File: config.mk
export PLATFORM = sky130hd
export DESIGN_NAME = dual_chain_serial_to_parallel_driver
export DESIGN_NICKNAME = d
export VERILOG_FILES = /design/src/dual_chain_pkg.sv /design/src/dual_chain_serial_to_parallel_driver.sv /design/src/pin_sampler.sv
export VERILOG_INCLUDE_DIRS = /design/src
export SDC_FILE = /design/constraint.sdc
export NUM_CORES = 1
export LEC_CHECK = 0
export ABC_CLOCK_PERIOD_IN_PS = 3640
export BUFFER_PORTS_ARGS = -buffer_cell sky130_fd_sc_hd__buf_2
export CORE_MARGIN = 2
export CORE_UTILIZATION = 64
export DETAILED_ROUTE_END_ITERATION = 16
export PLACE_DENSITY = 0.85
export SYNTH_ARGS = -nofsm -noshare
export SYNTH_HDL_FRONTEND = slang
export SYNTH_SLANG_ARGS = --single-unit
File: constraint.sdc
create_clock -name mclk -period 3.64 [get_ports mclk]
set_input_delay 0.546 -clock mclk [delete_from_list [all_inputs] [get_ports mclk]]
set_output_delay 0.546 -clock mclk [all_outputs]
set_load 0.05 [all_outputs]
File: src/dual_chain_map.svh
// Constants for the dual shift chain display driver core.
// Assumes it is included by bare name from every design file that needs it.
`ifndef DUAL_CHAIN_MAP_SVH
`define DUAL_CHAIN_MAP_SVH

// ----------------------------------------------------------------------------
// Geometry
// ----------------------------------------------------------------------------
`define CHAIN_LEN_DEFAULT     32
`define CHAIN_COUNT           2

// ----------------------------------------------------------------------------
// Pin sampling
// ----------------------------------------------------------------------------
`define PIN_SYNC_STAGES       3
`define CTRL_SYNC_WIDTH       8

// ----------------------------------------------------------------------------
// Reset values of the agreed pin levels, order {clk, gate, force_n, fwd, pins}
// ----------------------------------------------------------------------------
`define CTRL_SYNC_INIT        8'h30

`endif

File: src/dual_chain_pkg.sv
// Types shared by the dual shift chain display driver core.
// Assumes dual_chain_map.svh holds the numeric constants.
package dual_chain_pkg;

    // ------------------------------------------------------------------------
    // Serial pin group: A side and B side of both chains
    // ------------------------------------------------------------------------
    typedef struct packed {
        logic a1;
        logic a2;
        logic b1;
        logic b2;
    } serial_pins_s;

    // ------------------------------------------------------------------------
    // Control pins after sampling
    // ------------------------------------------------------------------------
    typedef struct packed {
        logic shift_clock;
        logic transfer_gate;
        logic force_on_n;
        logic forward_shift;
    } ctrl_pins_s;

    typedef struct packed {
        ctrl_pins_s   ctrl;
        serial_pins_s pins;
    } sampled_pins_s;

endpackage

File: src/dual_chain_serial_to_parallel_driver.sv
// Dual shift chain serial to parallel display driver core, 64 channels by default.
// Assumes all pins are asynchronous to mclk and the shift clock is far slower than mclk.
// Assumes the shift clock stays high and low for at least three mclk periods each,
// and that the data pins settle some mclk periods before the shift clock rises.
// Outputs follow the pins about five mclk periods late, which a panel never notices.
//
// Overview of operation
// RL1: There are two chains of 32 stages that advance together, taking two bits per shift edge.
// RL2: Both chains move one stage on every rising edge of the shift clock.
// RL3: A low direction input shifts in reverse, a high one shifts forward.
// RL4: The serial outputs always show the end stage of each chain for cascading.
// RL5: The transfer gate and the force-on input never stall or change the chains.
// RL6: While the transfer gate is high the 64 holding latches follow the chains.
// RL7: While the transfer gate is low the latches keep their values.
// RL8: The first chain feeds channels 1 to 32 and the second chain channels 33 to 64.
// RL9: Channel 1 is fed from stage one of the first chain through its latch and the blanking.
// RL10: Unforced, each channel shows the inverse of its stored bit, so a stored low is on.
// RL11: A low force-on input turns every channel on; a high one lets the latches through.
// RL12: Forward uses the A pins as inputs and the B pins as outputs; reverse swaps them.
`include "dual_chain_map.svh"

module dual_chain_serial_to_parallel_driver #(
    parameter int CHAIN_LEN = `CHAIN_LEN_DEFAULT
) (
    // Clock and reset
    input  wire logic                          mclk,
    input  wire logic                          reset_n,
    // Control pins
    input  wire logic                          shift_clock,
    input  wire logic                          transfer_gate,
    input  wire logic                          force_on_n,
    input  wire logic                          forward_shift,
    // Two-way serial pins
    input  wire dual_chain_pkg::serial_pins_s  serial_in,
    output dual_chain_pkg::serial_pins_s       serial_out,
    output dual_chain_pkg::serial_pins_s       serial_oe_n,
    // Channel outputs, bit 0 is channel 1, high means on
    output logic [`CHAIN_COUNT*CHAIN_LEN-1:0]  channel_drive
);

    localparam int CHANNELS = `CHAIN_COUNT * CHAIN_LEN;

    // ------------------------------------------------------------------------
    // Elaboration checks
    // ------------------------------------------------------------------------
    // Shorter chains leave no room for a separate first and last stage
    if (CHAIN_LEN < 2) begin : g_bad_chain_len
        $error("CHAIN_LEN must be at least 2");
    end
    // The latch word and the cascade pins are built for exactly two chains
    if (`CHAIN_COUNT != 2) begin : g_bad_chain_count
        $error("the latch word is built for two chains");
    end
    if ($bits(dual_chain_pkg::sampled_pins_s) != `CTRL_SYNC_WIDTH) begin : g_bad_sync_width
        $error("sampled pin group and sampler width differ");
    end

    // ------------------------------------------------------------------------
    // Pin sampling
    // ------------------------------------------------------------------------
    dual_chain_pkg::sampled_pins_s raw_pins;
    dual_chain_pkg::sampled_pins_s sampled;
    logic [`CTRL_SYNC_WIDTH-1:0]   sampled_bits;

    // Packing through the struct ties the pin order to the sampled view
    always_comb begin
        raw_pins.ctrl.shift_clock   = shift_clock;
        raw_pins.ctrl.transfer_gate = transfer_gate;
        raw_pins.ctrl.force_on_n    = force_on_n;
        raw_pins.ctrl.forward_shift = forward_shift;
        raw_pins.pins               = serial_in;
    end

    pin_sampler #(
        .WIDTH (`CTRL_SYNC_WIDTH),
        .INIT  (`CTRL_SYNC_INIT)
    ) u_pin_sampler (
        .mclk    (mclk),
        .reset_n (reset_n),
        .pin_in  (raw_pins),
        .level   (sampled_bits)
    );

    assign sampled = dual_chain_pkg::sampled_pins_s'(sampled_bits);

    // ------------------------------------------------------------------------
    // Chain step
    // ------------------------------------------------------------------------
    // Index 0 is stage one, next to the A pin; index CHAIN_LEN-1 is next to B
    function automatic logic [CHAIN_LEN-1:0] chain_step(
        input logic [CHAIN_LEN-1:0] chain,
        input logic                 forward,
        input logic                 from_a,
        input logic                 from_b
    );
        if (forward) begin
            chain_step = {chain[CHAIN_LEN-2:0], from_a};    // [RL3]
        end else begin
            chain_step = {from_b, chain[CHAIN_LEN-1:1]};    // [RL3]
        end
    endfunction

    // ------------------------------------------------------------------------
    // Shift chains
    // ------------------------------------------------------------------------
    logic                 clock_seen;
    logic                 next_clock_seen;
    logic                 shift_edge;
    logic [CHAIN_LEN-1:0] first_chain;
    logic [CHAIN_LEN-1:0] second_chain;
    logic [CHAIN_LEN-1:0] next_first_chain;
    logic [CHAIN_LEN-1:0] next_second_chain;

    // Pins pass equal sampling depth, so data seen here predates the edge
    always_comb begin
        next_clock_seen   = sampled.ctrl.shift_clock;
        shift_edge        = sampled.ctrl.shift_clock & ~clock_seen;    // [RL2]
        next_first_chain  = first_chain;
        next_second_chain = second_chain;
        // Gate and force-on take no part here
        if (shift_edge) begin    // [RL5]
            next_first_chain  = chain_step(first_chain, sampled.ctrl.forward_shift,
                                           sampled.pins.a1, sampled.pins.b1);    // [RL1]
            next_second_chain = chain_step(second_chain, sampled.ctrl.forward_shift,
                                           sampled.pins.a2, sampled.pins.b2);    // [RL1]
        end
    end

    always_ff @(posedge mclk or negedge reset_n) begin
        if (!reset_n) begin
            clock_seen   <= 1'b0;
            // Known start only; the image means nothing until a full frame arrives
            first_chain  <= '0;
            second_chain <= '0;
        end else begin
            clock_seen   <= next_clock_seen;
            first_chain  <= next_first_chain;
            second_chain <= next_second_chain;
        end
    end

    // ------------------------------------------------------------------------
    // Holding latches and channel drive
    // ------------------------------------------------------------------------
    logic [CHANNELS-1:0] held;
    logic [CHANNELS-1:0] next_held;
    logic [CHANNELS-1:0] next_channel_drive;

    // Force-on leaves the latches alone, so releasing it brings back the stored image
    function automatic logic [CHANNELS-1:0] drive_levels(
        input logic [CHANNELS-1:0] stored,
        input logic                force_n
    );
        if (!force_n) begin
            drive_levels = '1;    // [RL11]
        end else begin
            drive_levels = ~stored;    // [RL10]
        end
    endfunction

    always_comb begin
        next_held = held;    // [RL7]
        if (sampled.ctrl.transfer_gate) begin
            next_held = {next_second_chain, next_first_chain};    // [RL6] [RL8] [RL9]
        end
        next_channel_drive = drive_levels(next_held, sampled.ctrl.force_on_n);
    end

    // Latches reset to all ones so the channels start off unless forced
    always_ff @(posedge mclk or negedge reset_n) begin
        if (!reset_n) begin
            held          <= '1;
            channel_drive <= '0;
        end else begin
            held          <= next_held;
            channel_drive <= next_channel_drive;
        end
    end

    // ------------------------------------------------------------------------
    // Serial pin direction and cascade outputs
    // ------------------------------------------------------------------------
    dual_chain_pkg::serial_pins_s next_serial_out;
    dual_chain_pkg::serial_pins_s next_serial_oe_n;

    // Both ends are always computed; the direction only picks which side drives
    function automatic dual_chain_pkg::serial_pins_s chain_ends(
        input logic [CHAIN_LEN-1:0] first,
        input logic [CHAIN_LEN-1:0] second
    );
        dual_chain_pkg::serial_pins_s ends;
        ends.a1 = first[0];                // [RL4]
        ends.a2 = second[0];               // [RL4]
        ends.b1 = first[CHAIN_LEN-1];      // [RL4]
        ends.b2 = second[CHAIN_LEN-1];     // [RL4]
        return ends;
    endfunction

    // Low enable drives; one decode keeps both sides from ever driving together
    function automatic dual_chain_pkg::serial_pins_s pin_roles(
        input logic forward
    );
        dual_chain_pkg::serial_pins_s roles;
        roles.a1 = forward;     // [RL12]
        roles.a2 = forward;     // [RL12]
        roles.b1 = ~forward;    // [RL12]
        roles.b2 = ~forward;    // [RL12]
        return roles;
    endfunction

    always_comb begin
        next_serial_out  = chain_ends(next_first_chain, next_second_chain);
        next_serial_oe_n = pin_roles(sampled.ctrl.forward_shift);
    end

    // Out of reset the device shifts forward, so only the B side drives
    always_ff @(posedge mclk or negedge reset_n) begin
        if (!reset_n) begin
            serial_out  <= '0;
            serial_oe_n <= 4'hc;
        end else begin
            serial_out  <= next_serial_out;
            serial_oe_n <= next_serial_oe_n;
        end
    end

endmodule

File: src/pin_sampler.sv
// Three-stage pin sampler with an agreed-level filter.
// Assumes asynchronous pins; the agreed level moves only when stages two and three match.
`include "dual_chain_map.svh"

module pin_sampler #(
    parameter int               WIDTH = 1,
    parameter logic [WIDTH-1:0] INIT  = '0
) (
    // Clock and reset
    input  wire logic             mclk,
    input  wire logic             reset_n,
    // Pins and filtered levels
    input  wire logic [WIDTH-1:0] pin_in,
    output logic      [WIDTH-1:0] level
);

    if (`PIN_SYNC_STAGES != 3) begin : g_bad_stages
        $error("pin_sampler is built for three stages");
    end
    if (WIDTH < 1) begin : g_bad_width
        $error("pin_sampler needs at least one pin");
    end

    logic [WIDTH-1:0] stage1;
    logic [WIDTH-1:0] stage2;
    logic [WIDTH-1:0] stage3;
    logic [WIDTH-1:0] next_level;

    // Stage one feeds stage two only; the filter looks at two and three
    always_comb begin
        for (int i = 0; i < WIDTH; i++) begin
            next_level[i] = (stage2[i] == stage3[i]) ? stage3[i] : level[i];
        end
    end

    always_ff @(posedge mclk or negedge reset_n) begin
        if (!reset_n) begin
            stage1 <= INIT;
            stage2 <= INIT;
            stage3 <= INIT;
            level  <= INIT;
        end else begin
            stage1 <= pin_in;
            stage2 <= stage1;
            stage3 <= stage2;
            level  <= next_level;
        end
    end

endmodule

## Word level (Yosys, flattened, before mapping)

Index checks and enable logic that the tools add are counted.

- Equality and inequality tests: 8
- Muxes and demuxes: 6
- Bitwise gates (word level): 4

Operators by type and width:

| operator | number |
|---|---|
| 2-to-1 mux 32 bit | 4 |
| 2-to-1 mux 64 bit | 2 |
| inverter 64 bit | 1 |
| == test 1 bit | 8 |
| inverter 1 bit | 2 |
| bitwise AND 1 bit | 1 |

- Register bits after elaboration: 231
- Bits of input ports: 10
- Word-level logic and storage cells: 40

## Depth between registers and ports, before layout

- Depth in word-level cells: 6
- Depth in mapped cells: 6

## Modules after synthesis

A second synthesis with hierarchy kept.

- Cell total of the unflattened synthesis: 876
- Area, all modules: 9293.9 um^2

Modules (own cells, without submodules):

| module | instances | cells each | area each (um^2) | seq. area each (um^2) |
|---|---|---|---|---|
| dual_chain_serial_to_parallel_driver | 1 | 836 | 8393.0 | 4961.0 |
| pin_sampler | 1 | 40 | 900.9 | 810.8 |

## Least setup slack after synthesis

OpenSTA, ideal clock, no wires.

- Kind: reg2reg
- From: register u_pin_sampler.level[4]
- To: register held[25]
- Setup time: 82 ps
- Arrival: 1437 ps
- Data required time: 3558 ps
- Path slack: 2121 ps
- Cell stages (with the launch flop): 7
- Path buffers: 3
- Period minus slack after synthesis: 1519 ps
- Cells stage by stage: dfstp_2 -> clkbuf_2 -> buf_6 -> buf_6 -> mux2i_1 -> nor2_1 -> or2_1

- Cells in the longest elaborated chain, start to end: 3

Ends and longest elaborated chain:

| item | RTL line | text |
|---|---|---|
| from (decl) | pin_sampler.sv:14 | `output logic [WIDTH-1:0] level` |
| from (signal assigned) | pin_sampler.sv:46 | `level <= next_level;` |
| 2-to-1 mux 32 bit | dual_chain_serial_to_parallel_driver.sv:96 | `if (forward) begin` |
| 2-to-1 mux 32 bit | dual_chain_serial_to_parallel_driver.sv:121 | `if (shift_edge) begin` |
| 2-to-1 mux 64 bit | dual_chain_serial_to_parallel_driver.sv:163 | `if (sampled.ctrl.transfer_gate) begin` |
| net next_held[25] | dual_chain_serial_to_parallel_driver.sv:146 | `logic [CHANNELS-1:0] next_held;` |
| to (signal assigned) | dual_chain_serial_to_parallel_driver.sv:175 | `held <= next_held;` |
| to (decl) | dual_chain_serial_to_parallel_driver.sv:145 | `logic [CHANNELS-1:0] held;` |

The timed path passes the listed nets, and every way through them passes these cells.
A chain may end at the register's enable or synchronous reset.

## Worst setup path after layout

- From: register u_pin_sampler.level[4]
- To: register held[24]

Same word-level chain as after synthesis.

==> flow_summary.json <==
{
  "outcome": "finished clean",
  "total_power_w": 0.00898,
  "power_leakage_nw": 4.77,
  "clk_pin_slew_ns": 0.06,
  "clockBufferDepth": 3,
  "ys_warn_count": 0,
  "drcViolationCount": 0,
  "ys_types": 20,
  "crit_fanout": 67,
  "ant_nets": 0,
  "cts_tree": "built",
  "synth_cells": 877,
  "fin_skew_ns": 0.00799,
  "ios": 82,
  "grt_pass1_wl_mm": 29.3,
  "drt_iter0_markers": 509,
  "fmax_mhz": 456,
  "period_needed_ns": 2.19,
  "cts_root_buffer": "clkbuf_16",
  "critPathKind": "reg -> reg",
  "reg2reg_setup_slack_ns": 1.45,
  "grt_use_total_pct": 22.6,
  "area_growth_pct": 12.6,
  "rsz0062_at_grt": "false",
  "drive_gt1_share_pct": 24.2,
  "first_global_vias": 6085,
  "core_mm2": 0.0140,
  "synth_fp_nets": 887,
  "arrival_ns": 2.61,
  "fin_crit_sh_pct": 60.3,
  "worstMarginPinSlew_ns": 1.03,
  "antennaDiodeCount": 0,
  "rows": 43,
  "synth_area_per_cell_um2": 10.6,
  "slew_headroom_pct": 31.4,
  "worst_hold_path_type": "in -> async",
  "powerDensity_mw_per_mm2": 861,
  "overflow": 0,
  "ctsResizeCount": 0,
  "dr.pass1.iters": 5,
  "maxCapViolations": 0,
  "dieWidth_um": 124,
  "grt_max_degree": 113,
  "wl_per_cell_um": 15.5,
  "cts_sinks": 227,
  "crit_chain": "mux2i_1, nor2_1, or2_2",
  "totalWireLength_mm": 17.5,
  "slowest_stage": "dfstp_4",
  "netlist_area_mm2": 0.00927,
  "vdd_ir_drop_max_v": 0.000502,
  "layout_commonest_cell": "dfrtp_1",
  "layout_common_cells": "153 x dfrtp_1, 128 x nor2_1, 80 x buf_2",
  "clock_latency_ns": 0.49,
  "routed_via_density": 5.56,
  "ys_seq_elements": 227,
  "h-tree-depth": 1,
  "finalSetupViolations": 0,
  "nNetsFinal": 939,
  "finalMaxSlewViolations": 0,
  "place_congestion": 0.787,
  "vias": 6260,
  "antenna_found_initial": 0,
  "dp.final_hpwl_mm": 9.82,
  "start_util_pct": 66.2,
  "critPathLaunchType": "register",
  "seq_area_frac_synth_pct": 62.3,
  "numCtsBuffers": 22,
  "finalHoldViolCount": 0,
  "die_area_mm2": 0.0155,
  "cts_hold_buf": 0,
  "critPathRequiredTime_ns": 4.06,
  "chipHeight_um": 124,
  "portBuffers": 81,
  "endpoint_kind": "register",
  "post-cts-setup-buffer-count": 0,
  "fin_tns_setup_ns": 0,
  "slowest_delay_ns": 1.29
}
## state kept, by name (all words and copies together), names as in the netlist
name                  cells
channel_drive            64
clock_seen                1
first_chain              32
held                     64
second_chain             32
serial_oe_n               2
u_pin_sampler.level       8
u_pin_sampler.stage1      8
u_pin_sampler.stage2      8
u_pin_sampler.stage3      8
## through the flow
stage	hold WS, ns	area [um2]	setup slack (ns)	utilization [%]	instances
after floorplan	0.250	9270	2.12	-	877
after global placement	0.331	9680	1.59	69.2	1085
after detailed placement	0.336	9680	1.51	69.2	1085
after CTS	0.133	10400	1.47	74.6	1125
after global routing	0.132	10400	1.37	74.6	1125
final	0.129	10400	1.45	74.6	1125
## worst paths after layout
check,from,to,depth (start not counted)
max,u_pin_sampler.level[4],held[24],3
min,reset_n,u_pin_sampler.stage1[3],1
max reg2reg,u_pin_sampler.level[4],held[24],3
min reg2reg,u_pin_sampler.stage1[2],u_pin_sampler.stage2[2],0
max in group asynchronous,reset_n,held[31],2
min in group mclk,force_on_n,u_pin_sampler.stage1[5],1
## Yosys cell counts
library cell  instances  area [um2]
dfstp_2              73        1920
inv_1                65         244
and2b_1               1        7.51
buf_1                 3        11.3
clkbuf_2              1        5.00
clkbuf_1             16        60.1
nand3b_1              1        7.51
buf_4                12        90.1
a21oi_1              64         320
o21ai_0              64         320
buf_2                26         130
maj3_1                8        80.1
dfrtp_1             154        3850
nor2_1              128         480
buf_6                 5        56.3
mux2i_1              64         641
o22ai_1              64         400
nand2_1              64         240
or2_1                38         238
or2_2                26         163
## power breakdown
| group | leakage (nW) | internal [W] | switching, W |
|---|---|---|---|
| sequential | 2.35 | 0.00352 | 0.000601 |
| combinational | 2.04 | 0.000857 | 0.00168 |
| clock | 0.375 | 0.00140 | 0.000922 |
## routing by layer
layer  GRT usage [%]  wire length, um
met4            6.61              337
met2            36.7             8530
met1            32.4             7780
met3            3.26              810
met5               0                0
## cells by family (layout without fill, tap and decap cells)
group                    count (synthesis)  count (layout)  share of synthesized area [%]
adder cells (fa/ha/maj)                  8               8                          0.864
multiplexers                            64              64                           6.91
buffers and inverters                  128             196                           6.44
AO/OA/AOI/OAI                          192             192                           11.2
AND/OR/NAND/NOR                        258             258                           12.3
flip-flops                             227             227                           62.3
## final cells by class
type	instances	area (um2)
clock inverter	9	101
fill	928	3550
inverter	65	244
sequential	227	5780
timing repair buffer	91	528
multi-input combinational	522	2900
tap	180	225
clock buffer	31	656
## worst max-delay path: cells and delay by family (launching register included)
kind	cells	cell delay [ns]
AND/OR/NAND/NOR	2	0.41
multiplexers	1	0.36
flip-flops	1	1.29
(Power assumes the default switching activity.)
